$ cat src/logic/seg_desc_cfg.svh
`ifndef SEG_DESC_CFG_SVH
`define SEG_DESC_CFG_SVH

// ----------------------------------------
// upper-word field positions, and the half-word splits also used on the lower word
// ----------------------------------------
`define BIT_PRESENT 15
`define BIT_SYS_N 12
`define BIT_CODE 11
`define BIT_EXPDN 10
`define BIT_WRITE 9
`define BIT_ACC 8
`define BIT_SIZE 22
`define BIT_GRAN 23
`define DPL_HI 14
`define DPL_LO 13
`define TYPE_HI 11
`define TYPE_LO 8
`define PCNT_HI 4
`define PCNT_LO 0
`define LIM_HI_HI 19
`define LIM_HI_LO 16
`define HALF_HI 31
`define HALF_LO 16
`define LOW_HI 15
`define LOW_LO 0

// ----------------------------------------
// system type codes
// ----------------------------------------
`define SYS_TSS16_AVL 4'h1
`define SYS_LDT 4'h2
`define SYS_TSS16_BUSY 4'h3
`define SYS_CALL16 4'h4
`define SYS_TASK 4'h5
`define SYS_INT16 4'h6
`define SYS_TRAP16 4'h7
`define SYS_TSS32_AVL 4'h9
`define SYS_TSS32_BUSY 4'hB
`define SYS_CALL32 4'hC
`define SYS_INT32 4'hE
`define SYS_TRAP32 4'hF

// ----------------------------------------
// sizes, bounds and reset values
// ----------------------------------------
`define PARAM_BYTES_32 3'h4
`define PARAM_BYTES_16 3'h2
`define GRAN_SHIFT 12
`define MAX_OFS_32 32'hFFFFFFFF
`define MAX_OFS_16 32'h0000FFFF
`define RST_STACK_PTR 32'h00000000
`define RST_STACK_WIDE 1'h0

`endif

$ cat src/logic/_unused_guard.sv
`default_nettype none
`default_nettype wire

$ cat src/logic/seg_desc_pkg.sv
`default_nettype none

package seg_desc_pkg;

  typedef enum logic [5:0] {
    REQ_LOAD_DATA  = 6'h01,
    REQ_LOAD_STACK = 6'h02,
    REQ_ACCESS     = 6'h04,
    REQ_GATE       = 6'h08,
    REQ_SYSTEM     = 6'h10,
    REQ_PUSH       = 6'h20
  } req_kind_e;

  typedef struct packed {
    logic        done;
    logic        gp;
    logic        np;
    logic        writeback;
    logic [31:0] desc_hi;
    logic [1:0]  descriptor_privilege_level;
    logic        is_data;
    logic        is_gate;
    logic        is_task_gate;
    logic        is_tss;
    logic        is_ldt;
    logic        tss_busy;
    logic        wide;
    logic [31:0] ip;
    logic [15:0] code_sel;
    logic [15:0] task_sel;
    logic [4:0]  param_count;
    logic [2:0]  param_bytes;
    logic        stack_wide;
    logic [31:0] stack_ptr;
  } state_s;

endpackage

`default_nettype wire

$ cat src/logic/limit_check.sv
`include "seg_desc_cfg.svh"
`default_nettype none

// byte range test of one reference against a data segment
module limit_check (
  input  wire logic [19:0] limit_i,
  input  wire logic        gran_i,
  input  wire logic        expdn_i,
  input  wire logic        big_i,
  input  wire logic [31:0] offset_i,
  input  wire logic [2:0]  size_i,
  output logic             in_range_o
);

  logic [31:0] lim;
  logic [31:0] upper;
  logic [32:0] last;
  logic [2:0]  eff;

  always_comb begin
    lim = gran_i ? {limit_i, {`GRAN_SHIFT{1'b1}}}
                 : {12'h000, limit_i};
    upper = big_i ? `MAX_OFS_32 : `MAX_OFS_16;
    eff = (size_i == 3'h0) ? 3'h1 : size_i;
    // last byte touched; carry out means wrap past 4G
    last = {1'b0, offset_i} + {30'h0, eff} - 33'h1;
    if (expdn_i) begin
      in_range_o = (offset_i > lim) && !last[32]
                   && (last[31:0] <= upper);
    end else begin
      in_range_o = !last[32] && (last[31:0] <= lim);
    end
  end

endmodule

`default_nettype wire

$ cat src/logic/legacy_segment_descriptor_decode.sv
`include "seg_desc_cfg.svh"
`default_nettype none

module legacy_segment_descriptor_decode (
  input  wire logic                   clock_i,
  input  wire logic                   rst_n_i,
  input  wire logic                   req_valid_i,
  input  wire seg_desc_pkg::req_kind_e req_kind_i,
  input  wire logic [31:0]            desc_lo_i,
  input  wire logic [31:0]            desc_hi_i,
  input  wire logic [31:0]            offset_i,
  input  wire logic [2:0]             access_size_i,
  input  wire logic                   access_write_i,
  input  wire logic [31:0]            stack_ptr_i,
  input  wire logic [2:0]             push_size_i,
  output logic                        done_o,
  output logic                        general_protection_fault_o,
  output logic                        segment_not_present_fault_o,
  output logic                        writeback_o,
  output logic [31:0]                 desc_hi_o,
  output logic [1:0]                  descriptor_privilege_level_o,
  output logic                        is_data_o,
  output logic                        is_gate_o,
  output logic                        is_task_gate_o,
  output logic                        is_task_state_segment_o,
  output logic                        is_local_descriptor_table_o,
  output logic                        task_state_busy_o,
  output logic                        wide_o,
  output logic [31:0]                 instruction_pointer_o,
  output logic [15:0]                 code_sel_o,
  output logic [15:0]                 task_sel_o,
  output logic [4:0]                  param_count_o,
  output logic [2:0]                  param_bytes_o,
  output logic                        stack_wide_o,
  output logic [31:0]                 stack_ptr_o
);

  // ----------------------------------------
  // descriptor fields
  // ----------------------------------------
  logic        present;
  logic        user_seg;
  logic        data_seg;
  logic        writable;
  logic        size_bit;
  logic [3:0]  sys_type;
  logic [1:0]  descriptor_privilege_level;
  logic [19:0] limit;
  logic        in_range;

  assign present  = desc_hi_i[`BIT_PRESENT];
  assign user_seg = desc_hi_i[`BIT_SYS_N];
  assign data_seg = user_seg && !desc_hi_i[`BIT_CODE];
  assign writable = desc_hi_i[`BIT_WRITE];
  assign size_bit = desc_hi_i[`BIT_SIZE];
  assign sys_type = desc_hi_i[`TYPE_HI:`TYPE_LO];
  assign descriptor_privilege_level      = desc_hi_i[`DPL_HI:`DPL_LO];
  assign limit    = {desc_hi_i[`LIM_HI_HI:`LIM_HI_LO],
                     desc_lo_i[`LOW_HI:`LOW_LO]};

  // ----------------------------------------
  // offset range against the segment
  // ----------------------------------------
  limit_check u_limit_check (
    .limit_i    (limit),
    .gran_i     (desc_hi_i[`BIT_GRAN]),
    .expdn_i    (desc_hi_i[`BIT_EXPDN]),
    .big_i      (size_bit),
    .offset_i   (offset_i),
    .size_i     (access_size_i),
    .in_range_o (in_range)
  );

  // ----------------------------------------
  // system type classification
  // ----------------------------------------
  logic sys_legal;
  logic sys_gate;
  logic sys_call;
  logic sys_task;
  logic sys_tss;
  logic sys_ldt;
  logic sys_busy;
  logic sys_wide;

  always_comb begin
    sys_legal = 1'b1;
    sys_gate  = 1'b0;
    sys_call  = 1'b0;
    sys_task  = 1'b0;
    sys_tss   = 1'b0;
    sys_ldt   = 1'b0;
    sys_busy  = 1'b0;
    sys_wide  = 1'b0;
    case (sys_type)
      `SYS_TSS16_AVL: begin
        sys_tss = 1'b1;
      end
      `SYS_LDT: begin
        sys_ldt = 1'b1;
      end
      `SYS_TSS16_BUSY: begin
        sys_tss  = 1'b1;
        sys_busy = 1'b1;
      end
      `SYS_TSS32_AVL: begin
        sys_tss  = 1'b1;
        sys_wide = 1'b1;
      end
      `SYS_TSS32_BUSY: begin
        sys_tss  = 1'b1;
        sys_busy = 1'b1;
        sys_wide = 1'b1;
      end
      `SYS_CALL16: begin
        sys_gate = 1'b1;
        sys_call = 1'b1;
      end
      `SYS_CALL32: begin
        sys_gate = 1'b1;
        sys_call = 1'b1;
        sys_wide = 1'b1;
      end
      `SYS_TASK: begin
        sys_gate = 1'b1;
        sys_task = 1'b1;
      end
      `SYS_INT16,
      `SYS_TRAP16: begin
        sys_gate = 1'b1;
      end
      `SYS_INT32,
      `SYS_TRAP32: begin
        sys_gate = 1'b1;
        sys_wide = 1'b1;
      end
      default: begin
        // codes 0, 8, A and D
        sys_legal = 1'b0;
      end
    endcase
  end

  // ----------------------------------------
  // state
  // ----------------------------------------
  seg_desc_pkg::state_s state;
  seg_desc_pkg::state_s next_state;

  always_comb begin
    next_state = state;
    next_state.done      = 1'b0;
    next_state.gp        = 1'b0;
    next_state.np        = 1'b0;
    next_state.writeback = 1'b0;
    if (req_valid_i) begin
      next_state.done         = 1'b1;
      next_state.desc_hi      = desc_hi_i;
      next_state.descriptor_privilege_level          = descriptor_privilege_level;
      next_state.is_data      = data_seg;
      next_state.is_gate      = !user_seg && sys_legal && sys_gate;
      next_state.is_task_gate = !user_seg && sys_legal && sys_task;
      next_state.is_tss       = !user_seg && sys_tss;
      next_state.is_ldt       = !user_seg && sys_ldt;
      next_state.tss_busy     = !user_seg && sys_busy;
      next_state.wide         = user_seg ? size_bit : sys_wide;
      unique case (req_kind_i)
        seg_desc_pkg::REQ_LOAD_DATA: begin
          // present bit is only read, never written back changed
          if (!present) begin
            next_state.np = 1'b1;
          end else if (!data_seg) begin
            next_state.gp = 1'b1;
          end else begin
            // A only ever goes to 1 here
            next_state.desc_hi[`BIT_ACC] = 1'b1;
            next_state.writeback = !desc_hi_i[`BIT_ACC];
          end
        end
        seg_desc_pkg::REQ_LOAD_STACK: begin
          if (!data_seg || !writable) begin
            next_state.gp = 1'b1;
          end else if (!present) begin
            next_state.np = 1'b1;
          end else begin
            next_state.desc_hi[`BIT_ACC] = 1'b1;
            next_state.writeback = !desc_hi_i[`BIT_ACC];
            next_state.stack_wide = size_bit;
          end
        end
        seg_desc_pkg::REQ_ACCESS: begin
          if (!present) begin
            next_state.np = 1'b1;
          end else if (!data_seg) begin
            next_state.gp = 1'b1;
          end else if (access_write_i && !writable) begin
            next_state.gp = 1'b1;
          end else if (!in_range) begin
            next_state.gp = 1'b1;
          end
        end
        seg_desc_pkg::REQ_GATE: begin
          // type checked before presence: a non-gate is never a gate
          if (user_seg || !sys_legal || !sys_gate) begin
            next_state.gp = 1'b1;
          end else if (!present) begin
            next_state.np = 1'b1;
          end else if (sys_task) begin
            // offset halves and parameter count field are not used
            next_state.task_sel =
              desc_lo_i[`HALF_HI:`HALF_LO];
          end else begin
            // of the low byte of the upper word only bits 4:0 are read, for call gates
            next_state.ip = {desc_hi_i[`HALF_HI:`HALF_LO],
                             desc_lo_i[`LOW_HI:`LOW_LO]};
            next_state.code_sel =
              desc_lo_i[`HALF_HI:`HALF_LO];
            if (sys_call) begin
              next_state.param_count =
                desc_hi_i[`PCNT_HI:`PCNT_LO];
              next_state.param_bytes = sys_wide
                ? `PARAM_BYTES_32 : `PARAM_BYTES_16;
            end else begin
              next_state.param_count = 5'h00;
              next_state.param_bytes = 3'h0;
            end
          end
        end
        seg_desc_pkg::REQ_SYSTEM: begin
          if (user_seg || !sys_legal || sys_gate) begin
            next_state.gp = 1'b1;
          end else if (!present) begin
            next_state.np = 1'b1;
          end
        end
        seg_desc_pkg::REQ_PUSH: begin
          // narrow stack wraps in 64K; upper half is left alone
          if (state.stack_wide) begin
            next_state.stack_ptr =
              stack_ptr_i - {29'h0, push_size_i};
          end else begin
            next_state.stack_ptr = {stack_ptr_i[`HALF_HI:`HALF_LO],
              stack_ptr_i[`LOW_HI:`LOW_LO]
              - {13'h0, push_size_i}};
          end
        end
        default: begin
          // not a one-hot request code
          next_state.gp = 1'b1;
        end
      endcase
    end
  end

  always_ff @(posedge clock_i) begin
    if (!rst_n_i) begin
      state <= '0;
      state.stack_wide <= `RST_STACK_WIDE;
      state.stack_ptr  <= `RST_STACK_PTR;
    end else begin
      state <= next_state;
    end
  end

  // ----------------------------------------
  // outputs, all from the state register
  // ----------------------------------------
  assign done_o                       = state.done;
  assign general_protection_fault_o   = state.gp;
  assign segment_not_present_fault_o  = state.np;
  assign writeback_o                  = state.writeback;
  assign desc_hi_o                    = state.desc_hi;
  assign descriptor_privilege_level_o = state.descriptor_privilege_level;
  assign is_data_o                    = state.is_data;
  assign is_gate_o                    = state.is_gate;
  assign is_task_gate_o               = state.is_task_gate;
  assign is_task_state_segment_o      = state.is_tss;
  assign is_local_descriptor_table_o  = state.is_ldt;
  assign task_state_busy_o            = state.tss_busy;
  assign wide_o                       = state.wide;
  assign instruction_pointer_o        = state.ip;
  assign code_sel_o                   = state.code_sel;
  assign task_sel_o                   = state.task_sel;
  assign param_count_o                = state.param_count;
  assign param_bytes_o                = state.param_bytes;
  assign stack_wide_o                 = state.stack_wide;
  assign stack_ptr_o                  = state.stack_ptr;

endmodule

`default_nettype wire

$ cat config.mk
export PLATFORM = sky130hd
export DESIGN_NAME = legacy_segment_descriptor_decode
export DESIGN_NICKNAME = d
export VERILOG_FILES = /design/src/logic/_unused_guard.sv /design/src/logic/seg_desc_pkg.sv /design/src/logic/limit_check.sv /design/src/logic/legacy_segment_descriptor_decode.sv
export VERILOG_INCLUDE_DIRS = /design/src /design/src/logic
export SDC_FILE = /design/constraint.sdc
export NUM_CORES = 1
export LEC_CHECK = 0
export ABC_AREA = 0
export BUFFER_PORTS_ARGS = -buffer_cell sky130_fd_sc_hd__buf_2
export CORE_MARGIN = 5
export CORE_UTILIZATION = 52
export DETAILED_ROUTE_END_ITERATION = 10
export PLACE_DENSITY = 0.86
export SLEW_MARGIN = 30
export SYNTH_ARGS = -nofsm -noshare
export SYNTH_HDL_FRONTEND = slang
export SYNTH_SLANG_ARGS = --single-unit
$ cat constraint.sdc
create_clock -name clock_i -period 10.3 [get_ports clock_i]
set_input_delay 1.03 -clock clock_i [delete_from_list [all_inputs] [get_ports clock_i]]
set_output_delay 1.03 -clock clock_i [all_outputs]
set_load 0.005 [all_outputs]
==> results of run 1 <==
==> kinds of logic after synthesis <==
| group | count (synthesis) | share of synthesized area |
|---|---|---|
| xor gates and xnor gates | 49 | 0.04245 |
| other | 1 | 0.0003709 |
| DFF | 147 | 0.2911 |
| and+or+nand+nor | 430 | 0.2182 |
| AOI/OAI and AO/OA | 285 | 0.1973 |
| muxes | 58 | 0.05742 |
| adders and majority gates | 120 | 0.1497 |
| buffers and inverters | 114 | 0.04356 |
==> area by class of cell <==
type | count | area (um2) | area share
tap | 265 | 331.6 | 0.02692
sequential | 147 | 2943 | 0.2389
inverter | 63 | 236.5 | 0.01920
timing repair buffer | 296 | 1494 | 0.1213
clock inverter | 13 | 126.4 | 0.01026
clock buffer | 18 | 439.2 | 0.03565
multi-input combinational | 943 | 6748 | 0.5478
==> registers in the layout, indices dropped and copies added (netlist names), 2 cells and up <==
name / flops
code_sel_o: 16
stack_ptr_o: 32
desc_hi_o: 32
param_count_o: 5
task_sel_o: 16
instruction_pointer_o: 32
param_bytes_o: 2
==> metal layers <==
layer | track usage | wire [um] | vias up
met5 | 0 | 0 | -
met1 | 0.3294 | 12710 | 4591
met4 | 0.1249 | 1422 | 0
met2 | 0.4586 | 14810 | 403
met3 | 0.06360 | 2420 | 101
li1 | - | - | 4833
==> power breakdown <==
group          internal (mW)  total [mW]  switching (mW)
registers              0.578       0.583         0.00497
logic                  0.171       0.398           0.227
clock network          0.342       0.609           0.267
total                   1.09        1.59           0.498
==> layout by cell type, fill, tap and decap left out, types with 5 or more instances in the layout <==
cell type	n
sky130_fd_sc_hd__buf_2	291
sky130_fd_sc_hd__nand2_1	156
sky130_fd_sc_hd__dfxtp_1	147
sky130_fd_sc_hd__ha_1	117
sky130_fd_sc_hd__nor2_1	75
sky130_fd_sc_hd__nor2b_1	63
sky130_fd_sc_hd__inv_1	62
sky130_fd_sc_hd__a21oi_1	59
sky130_fd_sc_hd__mux2i_1	58
sky130_fd_sc_hd__a21boi_0	54
sky130_fd_sc_hd__o21ai_0	31
sky130_fd_sc_hd__a21o_1	31
sky130_fd_sc_hd__xnor2_1	31
sky130_fd_sc_hd__nand4_1	28
sky130_fd_sc_hd__nand3_1	21
sky130_fd_sc_hd__xor2_1	18
sky130_fd_sc_hd__a211oi_1	17
sky130_fd_sc_hd__clkbuf_16	17
sky130_fd_sc_hd__nor3_1	15
sky130_fd_sc_hd__nand2b_1	12
sky130_fd_sc_hd__o211ai_1	10
sky130_fd_sc_hd__nor4_1	10
sky130_fd_sc_hd__o211a_1	10
sky130_fd_sc_hd__o21a_1	9
sky130_fd_sc_hd__a311oi_1	8
sky130_fd_sc_hd__o21ai_1	7
sky130_fd_sc_hd__a21boi_1	6
sky130_fd_sc_hd__and2_1	5
sky130_fd_sc_hd__or3_1	5
sky130_fd_sc_hd__o21bai_1	5
sky130_fd_sc_hd__nand4b_1	5
sky130_fd_sc_hd__or4_1	5
sky130_fd_sc_hd__inv_6	5
sky130_fd_sc_hd__buf_4	5
==> cell usage after synthesis, drive strengths merged, types with 21 or more instances <==
library cell / n
a21boi: 60
a21o: 31
a21oi: 60
clkbuf: 42
dfxtp: 147
ha: 117
inv: 62
mux2i: 58
nand2: 158
nand3: 21
nand4: 29
nor2: 75
nor2b: 63
o21ai: 38
xnor2: 31
==> worst max-delay path, delay by kind of cell <==
kind / cells / cell delay (ns)
buf+inv: 3 / 0.15
compound gates: 9 / 2.03
simple gates: 7 / 1.46
fa+ha+maj: 4 / 1.11
xor+xnor: 1 / 0.15
==> worst min-delay path by stage <==
stage / slack (ns) / endpoint / from
4_1_cts: 0.45 / instruction_pointer_o[19] / instruction_pointer_o[19]
3_3_place_gp: 0.44 / param_bytes_o[1] / param_bytes_o[1]
3_5_place_dp: 0.44 / instruction_pointer_o[19] / instruction_pointer_o[19]
2_1_floorplan: 0.45 / param_bytes_o[2] / param_bytes_o[2]
6_report: 0.45 / instruction_pointer_o[19] / instruction_pointer_o[19]
5_1_grt: 0.48 / instruction_pointer_o[4] / instruction_pointer_o[4]
==> metrics.log, run 1 <==
INFO  metric finalInstanceArea = 12320 um2
INFO  metric dpl.hpwl = 24420 um
INFO  metric finish.utilization = 0.6371
INFO  metric worst_ir_drop_vdd = 0.1129 mV
INFO  metric slew_headroom = 0.3513
INFO  metric tightestPinTransition = 0.9730 ns
INFO  metric synth_area = 10110 um2
INFO  metric number_of_filler_cells_placed_in_the_layout = 1671
INFO  metric required_time_worst_endpoint = 10.58 ns
INFO  metric timing.critical_path.cells = buf_2, inv_1, a21oi_1, ha_1, inv_1, ha_1, fa_1, a211oi_2, o211ai_2, nand3_1, a21oi_1, o41ai_2, o41ai_1, o41ai_2, xnor2_1, ha_1, nand4_1, nor2_1, nand4b_1, nor4_1, nand4_1, or4_1, o21ai_1, a311oi_1
INFO  metric placed_cell_areas = 11750 um2
INFO  metric fp-row-count = 51
INFO  metric route.detailed.vias_per_inst = 5.689
INFO  metric vias = 9928
INFO  metric syn_area_per_cell = 8.398 um2
INFO  metric synth_edf_count = 0
INFO  metric reg2reg_setup_slack = 8.34 ns
INFO  metric postRouteWirelength = 31360 um
INFO  metric critical_path.most_common_cell = sky130_fd_sc_hd__ha_1
INFO  metric cp-end-kind = flip-flop
INFO  metric post_cts_resized = 0
INFO  metric timing.final.hold_violations = 0
INFO  metric drt_pre_antenna_iters = 5
INFO  metric synth.area.top_cells = sky130_fd_sc_hd__dfxtp_1, sky130_fd_sc_hd__ha_1, sky130_fd_sc_hd__nand2_1, sky130_fd_sc_hd__mux2i_1, sky130_fd_sc_hd__a21boi_0
INFO  metric yosys.area.top_type = sky130_fd_sc_hd__dfxtp_1
INFO  metric fmax = 176.9 MHz
INFO  metric power_leakage = 5.957 nW
INFO  metric finish.net_count = 1731
INFO  metric crit_type = input port to flip-flop
INFO  metric netlist.area_leader.share = 0.2911
INFO  metric dp_worst_setup_slack = 4.295 ns
INFO  metric regToRegStartpoint = stack_wide_o
INFO  metric hold_ws = 0.4509 ns
INFO  metric setup_total_negative_slack = 0 ns
INFO  metric detailedRoute.firstIterationViolations = 563
INFO  metric power.density = 129.0 nW/um2
INFO  metric number_of_buffers_inserted_for_hold_repair_after_clock_tree_synthesis = 0
INFO  metric ys_seq_area_frac = 0.2911
INFO  metric synth-async-reset-ratio = 0
INFO  metric diodes = 0
INFO  metric critical-path-max-stage-delay = 0.48 ns
INFO  metric cts.root.buffer_cell = sky130_fd_sc_hd__clkbuf_16
INFO  metric mapped_cells = 1204
INFO  metric cts_setup_buffers = 0
INFO  metric tritoncts_num_sinks = 147
INFO  metric design.portCount = 294
INFO  metric r2r_cells = 6
INFO  metric clockBufferDepth = 2
INFO  metric clock_insertion_delay_worst_skew = 0.42 ns
INFO  metric hold_depth = 2
INFO  metric netlist-cell-type-count = 78
INFO  metric postLayoutSetupSlackWorst = 4.646 ns
INFO  metric setup.worst_path.start = access_size_i[2]
INFO  metric period_minus_slack = 5.654 ns
INFO  metric tritoncts = built
INFO  metric report.final.slew_viol_count = 0
INFO  metric path_clk_slew = 0.07 ns
INFO  metric antenna_violating_nets_post_route = 0
INFO  metric layoutNonFillerInstCount = 1745
INFO  metric grt_antenna_before_repair = 0
INFO  metric route.detailed.wl_per_inst = 17.97 um
INFO  metric worst-path-max-fanout = 5
INFO  metric first_global_vias = 9619
INFO  metric depth_of_the_cts_h_tree = 4
INFO  metric timing.critical_path.from_type = input port
INFO  metric synthesis.nets = 1467
INFO  metric drc = 0
INFO  metric grt_first_pass_wirelength = 48700 um
INFO  metric result_of_the_run = completed
INFO  metric hold_class = flip-flop to flip-flop
INFO  metric total_power = 1.590 mW
INFO  metric setup_viol_count_final = 0
INFO  metric drv_cap = 0
INFO  metric fin_worst_skew = 0.01127 ns
INFO  metric die_w = 149.4 um
INFO  metric die_height = 149.4 um
INFO  metric worstReg2RegEnd = stack_ptr_o[31]
INFO  metric critical_path_arrival = 5.94 ns
INFO  metric layout-drive-gt1-share = 0.2358
INFO  metric placeable_core_region = 19330 um2
INFO  metric count_of_synthesis_stage_warnings_from_yosys = 0
INFO  metric grt_start_max_net_pins = 110
INFO  metric grt_util_all_layers = 0.2721
INFO  metric area_delta_synth_final = 21.83%
INFO  metric timing.critical_path.slowest_stage_cell = sky130_fd_sc_hd__or4_1
INFO  metric port-buffer-count = 292
INFO  metric design.die.area = 22330 um2
INFO  metric synth_ff_type = sky130_fd_sc_hd__dfxtp_1
INFO  metric rsz0062_at_grt = false
INFO  metric worst_setup_path_endpoint = general_protection_fault_o
INFO  metric globalplace.congestion = 0.9541
INFO  metric fin_crit_sh = 0.5489
INFO  metric placed_cells = 1714
INFO  metric residual_overflow_from_global_routing = 0
INFO  metric initial_core_util = 0.5229
INFO  metric postSynthRegisterBits = 147
INFO  metric tritoncts.num_buffers = 17
Note: power is estimated with default switching activity, not from simulation.
==> inputs of run 2 (changes only) <==
--- a/config.mk
+++ b/config.mk
@@ -9,9 +9,9 @@
 export ABC_AREA = 0
 export BUFFER_PORTS_ARGS = -buffer_cell sky130_fd_sc_hd__buf_2
 export CORE_MARGIN = 5
-export CORE_UTILIZATION = 52
+export CORE_UTILIZATION = 48
 export DETAILED_ROUTE_END_ITERATION = 10
-export PLACE_DENSITY = 0.86
+export PLACE_DENSITY = 0.84
 export SLEW_MARGIN = 30
 export SYNTH_ARGS = -nofsm -noshare
 export SYNTH_HDL_FRONTEND = slang
==> constraint.sdc (replaced) <==
create_clock -name clock_i -period 4.6 [get_ports clock_i]
set_input_delay 0.46 -clock clock_i [delete_from_list [all_inputs] [get_ports clock_i]]
set_output_delay 0.46 -clock clock_i [all_outputs]
set_load 0.005 [all_outputs]
==> metrics.log, run 2 (same netlist as run 1, synthesis figures left out) <==
INFO  metric critical_path_arrival = 4.95 ns
INFO  metric path_clk_slew = 0.07 ns
INFO  metric port-buffer-count = 292
INFO  metric mostFrequentLayoutCells = sky130_fd_sc_hd__buf_2, sky130_fd_sc_hd__nand2_1, sky130_fd_sc_hd__dfxtp_1
INFO  metric worst_ir_drop_vdd = 0.2202 mV
INFO  metric tightestPinTransition = 0.9897 ns
INFO  metric design.die.area = 24070 um2
INFO  metric design.portCount = 294
INFO  metric area_delta_synth_final = 26.42%
INFO  metric worst_setup_path_endpoint = general_protection_fault_o
INFO  metric globalplace.congestion = 0.9719
INFO  metric period_minus_slack = 4.648 ns
INFO  metric critical-path-max-stage-delay = 0.56 ns
INFO  metric timing.final.hold_violations = 0
INFO  metric global_route.usage.met1 = 0.3073
INFO  metric worst-path-max-fanout = 3
INFO  metric die_w = 155.1 um
INFO  metric result_of_the_run = finished, violations left
INFO  metric grt_first_pass_wirelength = 50520 um
INFO  metric violated_checks = setup timing
INFO  metric fin_crit_sh = 1.010
INFO  metric hold_class = input port to flip-flop
INFO  metric fmax = 215.1 MHz
INFO  metric required_time_worst_endpoint = 4.90 ns
INFO  metric timing.critical_path.slowest_stage_cell = sky130_fd_sc_hd__or4_4
INFO  metric fp-row-count = 53
INFO  metric placed_cell_areas = 12020 um2
INFO  metric postLayoutSetupSlackWorst = -0.04816 ns
INFO  metric tritoncts_num_sinks = 147
INFO  metric drc = 0
INFO  metric initial_core_util = 0.4840
INFO  metric power_leakage = 6.180 nW
INFO  metric finalInstanceArea = 12780 um2
INFO  metric grt_util_all_layers = 0.2581
INFO  metric clock_insertion_delay_worst_skew = 0.43 ns
INFO  metric detailedRoute.firstIterationViolations = 586
INFO  metric r2r_cells = 6
INFO  metric grt_use_met3 = 0.07010
INFO  metric route.detailed.vias_per_inst = 5.614
INFO  metric clockBufferDepth = 2
INFO  metric timing.critical_path.from_type = input port
INFO  metric peak_usage_layer_in_the_global_routing_report = met2
INFO  metric slew_headroom = 0.3231
INFO  metric final_common_cell = sky130_fd_sc_hd__buf_2
INFO  metric worstReg2RegEnd = stack_ptr_o[31]
INFO  metric drt_pre_antenna_iters = 5
INFO  metric diodes = 0
INFO  metric dpl.hpwl = 25250 um
INFO  metric grt_start_max_net_pins = 102
INFO  metric route.detailed.wl_per_inst = 17.87 um
INFO  metric drv_cap = 0
INFO  metric grt_antenna_before_repair = 0
INFO  metric first_global_vias = 9895
INFO  metric hold_depth = 2
INFO  metric fin_worst_skew = 0.007227 ns
INFO  metric power.density = 289.4 nW/um2
INFO  metric reg2reg_setup_slack = 2.63 ns
INFO  metric setup_viol_count_final = 1
INFO  metric cp-end-kind = flip-flop
INFO  metric antenna_violating_nets_post_route = 0
INFO  metric residual_overflow_from_global_routing = 0
INFO  metric regToRegStartpoint = stack_wide_o
INFO  metric tritoncts.num_buffers = 17
INFO  metric depth_of_the_cts_h_tree = 4
INFO  metric die_height = 155.1 um
INFO  metric vias = 10.09k
INFO  metric placeable_core_region = 20890 um2
INFO  metric setup.worst_path.start = access_size_i[1]
INFO  metric report.final.slew_viol_count = 0
INFO  metric tritoncts = built
INFO  metric met2_usage = 0.4299
INFO  metric layout-drive-gt1-share = 0.2694
INFO  metric rsz0062_at_grt = true
INFO  metric finish.net_count = 1772
INFO  metric dp_worst_setup_slack = -0.6225 ns
INFO  metric postRouteWirelength = 32110 um
INFO  metric cts.root.buffer_cell = sky130_fd_sc_hd__clkbuf_16
INFO  metric crit_type = input port to flip-flop
run 2: changes by cell type in the layout (fill, tap and decap cells not counted), sizes merged:
cell      before  now
buf          296  337
inv           67   70
clkbuf        18   17
clkinvlp       4    3
run 2: per-layer routing:
layer / routed length, um / vias to the layer above
li1: - / 4907
met1: 12620 / 4662
met2: 15190 / 427
met3: 2765 / 93
met4: 1529 / 0
met5: 0 / -
run 2: timing repair:
item                       4_1_cts  5_1_grt
gates resized for setup          5       21
setup buffers                    1        5
setup endpoints to repair        1        1
hold buffers                     0        0
pin swaps                        3       20
hold endpoints to repair         0        0
run 2: worst min-delay path by stage:
stage / startpoint / end / slack (ns)
floorplan: param_bytes_o[2] / param_bytes_o[2] / 0.45
global placement: instruction_pointer_o[17] / instruction_pointer_o[17] / 0.44
detailed placement: param_bytes_o[2] / param_bytes_o[2] / 0.45
CTS: desc_hi_i[15] / segment_not_present_fault_o / 0.26
global route: desc_hi_i[15] / segment_not_present_fault_o / 0.26
finish: desc_hi_i[15] / segment_not_present_fault_o / 0.28
run 2: through the flow:
step / utilization / power [mW] / setup TNS, ns / cells / hold slack [ns]
CTS: 0.6052 / 3.690 / 0 / 1792 / 0.2570
global route: 0.6119 / 3.891 / -0.4149 / 1797 / 0.2622
finish: 0.6119 / 3.699 / -0.04816 / 1797 / 0.2776
global placement: 0.5754 / 2.237 / -0.4004 / 1759 / 0.4391
floorplan: - / 1.927 / 0 / 1204 / 0.4483
detailed placement: 0.5754 / 2.265 / -0.6225 / 1759 / 0.4506
run 2: cell type report:
class,count,area (um2)
multi-input combinational,943,6850
clock inverter,15,166.4
inverter,63,239.0
fill,1789,8107
clock buffer,17,425.4
sequential,147,2943
timing repair buffer,337,1814
tap,275,344.1
run 2: critical path: cells and delay by family:
family                   cells  cell delay, ns
AO/OA/AOI/OAI                9            1.49
AND/OR/NAND/NOR              7            1.46
adder cells (fa/ha/maj)      4            1.05
buffers and inverters        4            0.35
XOR/XNOR                     1            0.15
run 2: report_power, final:
group | switching (mW) | internal, mW | total [mW]
Sequential | 0.0106 | 1.29 | 1.30
Combinational | 0.539 | 0.443 | 0.981
Clock | 0.640 | 0.773 | 1.41
